[src/rtl/ecc_defs.svh]
`ifndef ECC_DEFS_SVH
`define ECC_DEFS_SVH
// master source codes
`define ECC_SRC_AUX 3'h1
`define ECC_SRC_PULSE 3'h2
`define ECC_SRC_TIME 3'h4
// engage condition codes
`define ECC_ENG_IMMEDIATE 4'h0
`define ECC_ENG_INPUT 4'h1
// disengage condition codes (low three bits)
`define ECC_DIS_NEVER 3'h0
`define ECC_DIS_INPUT 3'h1
`define ECC_DIS_STOP 3'h2
`define ECC_DIS_LOOP 3'h4
`define ECC_DIS_DECEL 3'h6
// auto disable flag inside disengage condition
`define ECC_DIS_AUTO_OFF_BIT 3
// control word bit positions
`define ECC_CTL_ENABLE_BIT 0
`define ECC_CTL_KEEP_BIT 1
// pulse output source codes
`define ECC_POUT_AUX 2'h1
`define ECC_POUT_IO 2'h2
// time base
`define ECC_TICK_MS 1
`define ECC_CLK_MHZ 200
`define ECC_TICK_CYC (`ECC_TICK_MS * `ECC_CLK_MHZ * 1000)
`endif

[src/rtl/ecc_pkg.sv]
package ecc_pkg;
  // clutch states
  typedef enum logic [2:0] {
    ECC_OFF, ECC_LEAD, ECC_WAIT_IN, ECC_ENGAGED, ECC_DECEL, ECC_CMD, ECC_SKIP, ECC_STOPPED
  } ecc_state_t;
  // monitor variables carried together
  typedef struct packed {
    logic signed [31:0] cum_pos;
    logic signed [15:0] per_ms;
    logic signed [31:0] lead_pos;
    logic signed [31:0] cam_pos;
  } ecc_mon_t;
  // configuration fields carried together
  typedef struct packed {
    logic [2:0] source;
    logic [3:0] engage;
    logic [3:0] disengage;
    logic [5:0] cmd_index;
  } ecc_cfg_t;
endpackage

[src/rtl/ecc_area.sv]
`timescale 1ns/1ps
`include "ecc_defs.svh"
// one cam-area output; window may wrap around the cycle end
module ecc_area #(
  parameter int W = 32
) (
  input wire logic clk,
  input wire logic rst,
  input wire logic gate,
  input wire logic [W-1:0] angle,
  input wire logic [W-1:0] rise,
  input wire logic [W-1:0] fall,
  output logic out_q
);
  logic in_win; // angle between rise and fall
  // wrap handling: rise above fall means window crosses zero
  always_comb begin
    if (rise <= fall) begin
      in_win = (angle >= rise) && (angle < fall);
    end else begin
      in_win = (angle >= rise) || (angle < fall);
    end
  end
  // registered output gated by the gate input
  always_ff @(posedge clk) begin
    if (rst) begin
      out_q <= 1'b0;
    end else begin
      out_q <= gate & in_win;
    end
  end
endmodule // ecc_area

[src/rtl/ecc_clutch.sv]
`timescale 1ns/1ps
`include "ecc_defs.svh"
module ecc_clutch
  import ecc_pkg::*;
#(
  parameter int W = 32,
  parameter int TICK_CYC = `ECC_TICK_CYC,
  parameter int CYCLE_LEN = 36000
) (
  input wire logic REF_CLK,
  input wire logic RESET,
  input wire logic [3:0] CAM_CONTROL_WORD,
  input wire ecc_pkg::ecc_cfg_t CFG,
  input wire logic [W-1:0] LEAD_PULSE_COUNT,
  input wire logic [W-1:0] DISENGAGE_MASTER_COUNT,
  input wire logic [W-1:0] SKIP_PULSE_COUNT,
  input wire logic [W-1:0] AREA1_RISE_ANGLE,
  input wire logic [W-1:0] AREA1_FALL_ANGLE,
  input wire logic [W-1:0] AREA2_RISE_ANGLE,
  input wire logic [W-1:0] AREA2_FALL_ANGLE,
  input wire logic [1:0] PULSE_OUT_SOURCE,
  input wire logic AUX_STEP,
  input wire logic AUX_DIR,
  input wire logic PULSE_STEP,
  input wire logic PULSE_DIR,
  input wire logic CAM_ENGAGE_INPUT,
  input wire logic SERVO_ON,
  input wire logic CMD_DONE,
  output logic SLAVE_STEP,
  output logic SLAVE_DIR,
  output logic DECEL_REQ,
  output logic CMD_START,
  output logic [5:0] CMD_INDEX,
  output logic ENABLE_CLEAR,
  output logic CLUTCH_ENGAGED,
  output logic CAM_AREA_OUTPUT_ONE,
  output logic CAM_AREA_OUTPUT_TWO,
  output logic PULSE_OUT_STEP,
  output logic PULSE_OUT_DIR,
  output logic [1:0] STATE,
  output ecc_pkg::ecc_mon_t MONITOR
);
  ecc_state_t state_q, state_d; // clutch state
  ecc_cfg_t cfg_q; // settings latched while disabled
  logic [W-1:0] lead_q, disc_q, skip_q; // latched counts
  logic enable_q; // cam function active
  logic cam_in_q; // previous engage input level
  logic [$clog2(TICK_CYC)-1:0] tick_cnt_q; // 1 ms divider
  logic tick; // 1 ms enable pulse
  logic m_step, m_dir; // selected master pulse
  logic signed [W-1:0] inc; // signed master increment
  logic signed [W-1:0] eng_cnt_q; // pulses since engagement
  logic [W-1:0] wait_cnt_q; // pulses in lead or skip
  logic signed [W-1:0] cum_q, lead_pos_q, cam_pos_q; // monitors
  logic signed [15:0] ms_acc_q, per_ms_q; // per-ms count
  logic first_q; // no engagement yet since enable
  logic dis_hit; // disengage count reached
  logic cmd_nz; // stored command index nonzero
  logic en_req; // enable requested by control word
  logic keep_q, keep_drop; // servo-off handling
  logic [1:0] src_dummy; // pulse-out source select

  assign en_req = CAM_CONTROL_WORD[`ECC_CTL_ENABLE_BIT];
  assign cmd_nz = (cfg_q.cmd_index != 6'h00);
  assign src_dummy = PULSE_OUT_SOURCE;
  // servo stop drops clutch unless keep bit set
  // keep on servo off
  assign keep_drop = !SERVO_ON && !keep_q;

  // divider producing one-cycle 1 ms tick
  always_ff @(posedge REF_CLK) begin
    if (RESET || tick_cnt_q == ($clog2(TICK_CYC))'(TICK_CYC - 1)) begin
      tick_cnt_q <= '0;
    end else begin
      tick_cnt_q <= tick_cnt_q + 1'b1;
    end
  end
  assign tick = (tick_cnt_q == ($clog2(TICK_CYC))'(TICK_CYC - 1));

  always_comb begin
    unique case (cfg_q.source)
      `ECC_SRC_AUX: begin
        m_step = AUX_STEP;
        m_dir = AUX_DIR;
      end
      `ECC_SRC_PULSE: begin
        m_step = PULSE_STEP;
        m_dir = PULSE_DIR;
      end
      `ECC_SRC_TIME: begin
        m_step = tick;
        m_dir = 1'b0;
      end
      default: begin
        m_step = 1'b0;
        m_dir = 1'b0;
      end
    endcase
  end
  // dir high counts down
  assign inc = m_step ? (m_dir ? -W'(1) : W'(1)) : '0;

  always_ff @(posedge REF_CLK) begin
    if (RESET) begin
      cfg_q <= '0;
      lead_q <= '0;
      disc_q <= '0;
      skip_q <= '0;
      keep_q <= 1'b0;
    end else if (!enable_q) begin
      cfg_q <= CFG;
      lead_q <= LEAD_PULSE_COUNT;
      disc_q <= DISENGAGE_MASTER_COUNT;
      skip_q <= SKIP_PULSE_COUNT;
      keep_q <= CAM_CONTROL_WORD[`ECC_CTL_KEEP_BIT];
    end
  end

  // enable follows control word; auto clear forces it low
  always_ff @(posedge REF_CLK) begin
    if (RESET) begin
      enable_q <= 1'b0;
    end else if (ENABLE_CLEAR) begin
      enable_q <= 1'b0;
    end else begin
      enable_q <= en_req;
    end
  end

  // signed compare by sign of setting
  assign dis_hit = $signed(disc_q) < 0 ? (eng_cnt_q + inc) <= $signed(disc_q)
                                       : (eng_cnt_q + inc) >= $signed(disc_q);

  // engagement from enable, servo or keep bit, condition and counts
  always_comb begin
    state_d = state_q;
    unique case (state_q)
      ECC_OFF: begin
        if (enable_q && !keep_drop) begin
          state_d = ECC_LEAD;
        end
      end
      ECC_LEAD: begin
        if (wait_cnt_q >= lead_q) begin
          state_d = (cfg_q.engage == `ECC_ENG_INPUT) ? ECC_WAIT_IN : ECC_ENGAGED;
        end
      end
      ECC_WAIT_IN: begin
        if (CAM_ENGAGE_INPUT && !cam_in_q) begin
          state_d = ECC_ENGAGED;
        end
      end
      ECC_ENGAGED: begin
        unique case (cfg_q.disengage[2:0])
          `ECC_DIS_NEVER: state_d = ECC_ENGAGED;
          `ECC_DIS_INPUT: if (!CAM_ENGAGE_INPUT) state_d = ECC_STOPPED;
          `ECC_DIS_STOP: if (dis_hit) state_d = ECC_STOPPED;
          `ECC_DIS_DECEL: if (dis_hit) state_d = ECC_DECEL;
          `ECC_DIS_LOOP: if (dis_hit) state_d = ECC_CMD;
          default: state_d = ECC_ENGAGED;
        endcase
      end
      ECC_DECEL: state_d = ECC_STOPPED;
      ECC_CMD: begin
        if (!cmd_nz || CMD_DONE) begin
          state_d = ECC_SKIP;
        end
      end
      ECC_SKIP: begin
        if (wait_cnt_q >= skip_q) begin
          state_d = ECC_ENGAGED;
        end
      end
      ECC_STOPPED: begin
        // re-arm input mode when input returns on
        if (cfg_q.disengage[2:0] == `ECC_DIS_INPUT && CAM_ENGAGE_INPUT && !cam_in_q) begin
          state_d = ECC_ENGAGED;
        end
      end
    endcase
    if (!enable_q || (keep_drop && state_q != ECC_OFF)) begin
      state_d = ECC_OFF;
    end
  end

  // state register and engage-input history
  always_ff @(posedge REF_CLK) begin
    if (RESET) begin
      state_q <= ECC_OFF;
      cam_in_q <= 1'b0;
    end else begin
      state_q <= state_d;
      cam_in_q <= CAM_ENGAGE_INPUT;
    end
  end

  // lead/skip counter restarts on entering a wait state
  always_ff @(posedge REF_CLK) begin
    if (RESET || (state_d != state_q)) begin
      wait_cnt_q <= '0;
    end else if (m_step) begin
      wait_cnt_q <= wait_cnt_q + 1'b1;
    end
  end

  // engaged pulse count clears when a cycle starts
  always_ff @(posedge REF_CLK) begin
    if (RESET || (state_d == ECC_ENGAGED && state_q != ECC_ENGAGED)) begin
      eng_cnt_q <= '0;
    end else if (state_q == ECC_ENGAGED) begin
      eng_cnt_q <= eng_cnt_q + inc;
    end
  end

  always_ff @(posedge REF_CLK) begin
    if (RESET) begin
      SLAVE_STEP <= 1'b0;
      SLAVE_DIR <= 1'b0;
      CLUTCH_ENGAGED <= 1'b0;
      DECEL_REQ <= 1'b0;
      STATE <= 2'h0;
    end else begin
      SLAVE_STEP <= (state_q == ECC_ENGAGED) && m_step;
      SLAVE_DIR <= m_dir;
      CLUTCH_ENGAGED <= (state_d == ECC_ENGAGED);
      DECEL_REQ <= (state_d == ECC_DECEL);
      STATE <= {(state_d == ECC_STOPPED), (state_d == ECC_ENGAGED)};
    end
  end

  always_ff @(posedge REF_CLK) begin
    if (RESET) begin
      CMD_START <= 1'b0;
      CMD_INDEX <= 6'h00;
    end else begin
      CMD_START <= cmd_nz && state_q == ECC_ENGAGED &&
                   (state_d == ECC_STOPPED || state_d == ECC_DECEL || state_d == ECC_CMD) &&
                   cfg_q.disengage[2:0] != `ECC_DIS_INPUT;
      CMD_INDEX <= cfg_q.cmd_index;
    end
  end

  always_ff @(posedge REF_CLK) begin
    if (RESET) begin
      ENABLE_CLEAR <= 1'b0;
    end else begin
      ENABLE_CLEAR <= cfg_q.disengage[`ECC_DIS_AUTO_OFF_BIT] &&
                      cfg_q.disengage[2:0] != `ECC_DIS_LOOP &&
                      state_q != ECC_STOPPED && state_d == ECC_STOPPED && !ENABLE_CLEAR;
    end
  end

  always_ff @(posedge REF_CLK) begin
    if (RESET) begin
      cum_q <= '0;
      ms_acc_q <= '0;
      per_ms_q <= '0;
    end else begin
      cum_q <= cum_q + inc;
      if (tick) begin
        per_ms_q <= ms_acc_q + inc[15:0];
        ms_acc_q <= '0;
      end else begin
        ms_acc_q <= ms_acc_q + inc[15:0];
      end
    end
  end

  always_ff @(posedge REF_CLK) begin
    if (RESET) begin
      lead_pos_q <= '0;
      cam_pos_q <= '0;
      first_q <= 1'b1;
    end else if (state_q == ECC_OFF) begin
      lead_pos_q <= '0;
      first_q <= 1'b1;
    end else begin
      if (first_q && state_q != ECC_ENGAGED) begin
        lead_pos_q <= lead_pos_q + inc;
      end
      if (state_q == ECC_ENGAGED) begin
        first_q <= 1'b0;
        if (cam_pos_q + inc >= W'(CYCLE_LEN)) begin
          cam_pos_q <= cam_pos_q + inc - W'(CYCLE_LEN);
        end else if (cam_pos_q + inc < 0) begin
          cam_pos_q <= cam_pos_q + inc + W'(CYCLE_LEN);
        end else begin
          cam_pos_q <= cam_pos_q + inc;
        end
      end
    end
  end

  // monitor output register
  always_ff @(posedge REF_CLK) begin
    if (RESET) begin
      MONITOR <= '0;
    end else begin
      MONITOR <= '{cum_pos: cum_q, per_ms: per_ms_q, lead_pos: lead_pos_q, cam_pos: cam_pos_q};
    end
  end

  always_ff @(posedge REF_CLK) begin
    if (RESET) begin
      PULSE_OUT_STEP <= 1'b0;
      PULSE_OUT_DIR <= 1'b0;
    end else begin
      PULSE_OUT_STEP <= (src_dummy == `ECC_POUT_AUX) ? AUX_STEP :
                        (src_dummy == `ECC_POUT_IO) ? PULSE_STEP : 1'b0;
      PULSE_OUT_DIR <= (src_dummy == `ECC_POUT_AUX) ? AUX_DIR : PULSE_DIR;
    end
  end

  ecc_area #(.W(W)) u_area1 (
    .clk(REF_CLK),
    .rst(RESET),
    .gate(1'b1),
    .angle(cam_pos_q),
    .rise(AREA1_RISE_ANGLE),
    .fall(AREA1_FALL_ANGLE),
    .out_q(CAM_AREA_OUTPUT_ONE)
  );
  ecc_area #(.W(W)) u_area2 (
    .clk(REF_CLK),
    .rst(RESET),
    .gate(state_d == ECC_ENGAGED),
    .angle(cam_pos_q),
    .rise(AREA2_RISE_ANGLE),
    .fall(AREA2_FALL_ANGLE),
    .out_q(CAM_AREA_OUTPUT_TWO)
  );
endmodule // ecc_clutch

[config.mk]
export PLATFORM = sky130hd
export DESIGN_NAME = ecc_clutch
export DESIGN_NICKNAME = d
export VERILOG_FILES = /design/src/rtl/ecc_pkg.sv /design/src/rtl/ecc_area.sv /design/src/rtl/ecc_clutch.sv
export VERILOG_INCLUDE_DIRS = /design/src /design/src/rtl
export SDC_FILE = /design/constraint.sdc
export NUM_CORES = 1
export LEC_CHECK = 0
export ABC_AREA = 1
export ABC_CLOCK_PERIOD_IN_PS = 10300
export BUFFER_PORTS_ARGS = -buffer_cell sky130_fd_sc_hd__clkbuf_2
export CAP_MARGIN = 0
export CORE_MARGIN = 2
export CORE_UTILIZATION = 54
export DETAILED_ROUTE_END_ITERATION = 6
export GPL_TIMING_DRIVEN = 1
export PLACE_DENSITY_LB_ADDON = 0.08
export SETUP_SLACK_MARGIN = 0.5
export SLEW_MARGIN = 5
export SYNTH_ARGS = -nofsm -noshare
export SYNTH_HDL_FRONTEND = slang
export SYNTH_SLANG_ARGS = --single-unit
[constraint.sdc]
create_clock -name REF_CLK -period 10.3 [get_ports REF_CLK]
set_input_delay 2.06 -clock REF_CLK [delete_from_list [all_inputs] [get_ports REF_CLK]]
set_output_delay 2.06 -clock REF_CLK [all_outputs]
set_load 0.05 [all_outputs]
==> out/summary.txt <==
status: completed
design area: 36,200 um^2
reg2reg start: tick_cnt_q[0]$_SDFF_PP0_
first-pass GRT wire length: 137,000 um
share of cells above drive strength 1: 11.1%
fill count: 5,689
EDFF count, synth: 0
# IOs: 386
CP max stage cell: a21boi_0
hold crit path type: reg -> reg
skew final: 0.0218 ns
Seq pwr share: 43.3%
DRC: 0
Critical Path End Type: flop
Yosys Warn Count: 0
post-DP HPWL: 66,900 um
Max Root-Sink Buffers: 3
CTS HTree Levels: 2
pin count of the biggest net entering global routing: 115
critical path arrival: 8.39 ns
GRT overflow: 0
Net Sw Power: 1080 uW
clock sink count: 459
worst vdd ir: 0.000149 V
Root Driver: clkbuf_16
max incr delay on CP: 0.46 ns
# placed instances: 5,663
TNS Setup: 0 ns
cell-internal power: 3160 uW
initial cell density of the core: 54.8%
delay-heaviest family, CP: simple AND/OR/NAND/NOR gates
Max Slew Vio Count: 0
placement row count: 88
Worst Tran Pin Value: 1.10 ns
unrepaired setup endpoints after global routing: false
worst path bufs/invs: 5
Initial DRT Pass Iterations: 5
Async S/R FF share, synth: 0%
core footprint: 57,900 um^2
die width: 246 um
Wirelength per Cell: 14.8 um
main flop type after synthesis: dfxtp_1
Switching Fraction: 25.4%
clock network fraction of total power: 45.7%
cts bufs inserted: 49
count of different cell masters after synthesis: 55
Layout area overhead: 13.9%
Cell Area, Placed: 34,400 um^2
hold path start: per_ms_q[1]$_SDFFE_PP0N_
Power Dens Cells: 117 nW/um^2
port buffer count: 383
Die Ht: 246 um
Final Hold Viols: 0
# hold bufs at CTS: 0
fmax: 126 MHz
crit path max fanout: 32
Worst-Skew Late Latency: 0.60 ns
Placer Congestion: 0.950
final net count: 5,639
relative slew slack: 26.4%
final setup violation count: 0
Routed WL: 85,100 um
Avg Inst Size Synth: 6.90 um^2
antenna violations before repair: 7
GRT Total Usage: 27.7%
area of the multi-input gates: 19,300 um^2
Comb pwr share: 11.0%
Tcrit/Tclk final: 77.0%
die area: 60,800 um^2
Worst setup startpoint: PULSE_STEP
critical setup path kind: in -> reg
most used cell, CP: nand2_1
# Post-CTS Setup Buffers: 0
element type at the critical path start: input pin
Routed Antenna Nets: 0
maxcap violations: 0
cell count after synthesis: 4,600
Initial DRC Count: 1,668
Synth Register Bits: 459
via density per instance: 5.21
Seq/Total Area, Yosys: 28.9%
clock slew at reported path FFs: 0.06 ns
Vias: 30,006
critical path required time: 10.76 ns
post_cts resized: 0
fin crit period: 7.93 ns
leakage: 0.0184 uW
sequential cell area: 9190 um^2
mapped cell area: 31,800 um^2
vias in the first global route: 27,805
post-synth net total: 5,290
CTS tree: built
Post-Layout Cell Count: 5,756
## metrics by stage
step | total power, uW | setup WS, ns | utilization (%) | hold slack [ns]
floorplan | 2190 | 2.21 | - | 0.400
global placement | 2330 | 1.84 | 59.3 | 0.412
detailed placement | 2340 | 1.75 | 59.3 | 0.415
CTS | 4280 | 2.37 | 62.4 | 0.418
global route | 4420 | 1.74 | 62.4 | 0.440
finish | 4240 | 2.37 | 62.4 | 0.418
## worst paths after layout
| check | cells after the start | endpoint | slack (ns) |
|---|---|---|---|
| hold / removal | 2 | MONITOR[65]$_SDFF_PP0_ | 0.42 |
| setup reg to reg | 36 | eng_cnt_q[19]$_SDFFE_PP0P_ | 2.99 |
| hold reg to reg | 2 | MONITOR[65]$_SDFF_PP0_ | 0.42 |
| setup / recovery | 34 | eng_cnt_q[19]$_SDFFE_PP0P_ | 2.37 |
## flip-flops by register name, indices dropped and copies added (netlist names), 32 cells and up
signal,flops
disc_q,32
wait_cnt_q,32
MONITOR,112
lead_pos_q,32
lead_q,32
eng_cnt_q,32
skip_q,32
cam_pos_q,32
cum_q,32
## power by group through the flow
stage / Combinational (uW) / Clock, uW / Sequential (uW)
6_report: 467 / 1940 / 1840
3_3_place_gp: 458 / 0 / 1870
2_1_floorplan: 307 / 0 / 1880
3_5_place_dp: 465 / 0 / 1870
5_1_grt: 534 / 2050 / 1840
4_1_cts: 468 / 1980 / 1840
## worst register-to-register path, delay by kind of cell, from the launching register on
family / cells / cell delay (ns)
AOI/OAI and AO/OA: 9 / 2.01
buffers and inverters: 3 / 0.86
DFF: 1 / 0.35
and+or+nand+nor: 21 / 3.11
adders and majority gates: 3 / 0.82
## cell families (layout without fill, tap and decap cells)
kind of cell | Yosys count | count (layout) | share of synthesized area [%]
buf+inv | 870 | 1259 | 10.4
flops | 459 | 459 | 28.9
simple gates | 1688 | 1688 | 22.5
other cells | 0 | 2 | 0
compound gates | 1014 | 1014 | 17.1
fa+ha+maj | 434 | 434 | 17.2
xor+xnor | 128 | 128 | 3.70
mux | 7 | 7 | 0.221
## cells in the mapped netlist (17+ instances only)
library cell / count / share of area (%)
nand2_2: 17 / 0.33
nand3_1: 167 / 2.6
a21oi_1: 536 / 8.4
ha_1: 429 / 17
nand4_1: 79 / 1.6
clkbuf_1: 79 / 0.93
o21ai_0: 328 / 5.2
inv_1: 758 / 9.0
nor3_1: 55 / 0.87
nor2_1: 499 / 5.9
o211ai_1: 26 / 0.61
xor2_1: 92 / 2.5
xnor2_1: 29 / 0.80
o21ai_1: 20 / 0.32
nand2_1: 792 / 9.4
dfxtp_1: 459 / 29
## area by class of cell
cell class	count	share of cell area, %
Antenna cell	2	0.0138
Clock buffer	68	3.95
Clock inverter	23	1.02
Inverter	770	8.01
Multi-Input combinational cell	3271	53.3
Sequential cell	459	25.4
Tap cell	765	2.65
Timing Repair Buffer	398	5.63
## placed cells by master, fill, tap and decap left out, drive strengths merged, types with 6 or more instances in the layout
cell type  instances
and3               6
inv              770
buf               16
a221oi             7
o221ai             6
nor3              58
a21oi            536
ha               429
a211oi             9
nand2            812
nand4             79
o211ai            26
and2               6
nand3b             6
o21a              15
nor4              13
a31oi              9
dfxtp            459
mux2i              7
a21boi             9
nor3b             14
nor2             516
bufinv             8
o22ai             10
or2                6
clkinv            12
xnor2             32
o21bai            15
o21ai            348
nand3            171
xor2              96
clkbuf           450
a21o              10
## metal layers
metal	global-route usage, %	vias to the layer above	routed length [um]
met1	36.9	13429	40100
li1	-	15849	-
met5	0	-	59
met4	7.19	10	1970
met2	46.3	590	38300
met3	4.60	128	4710
Power figures use the tool's default switching activity.
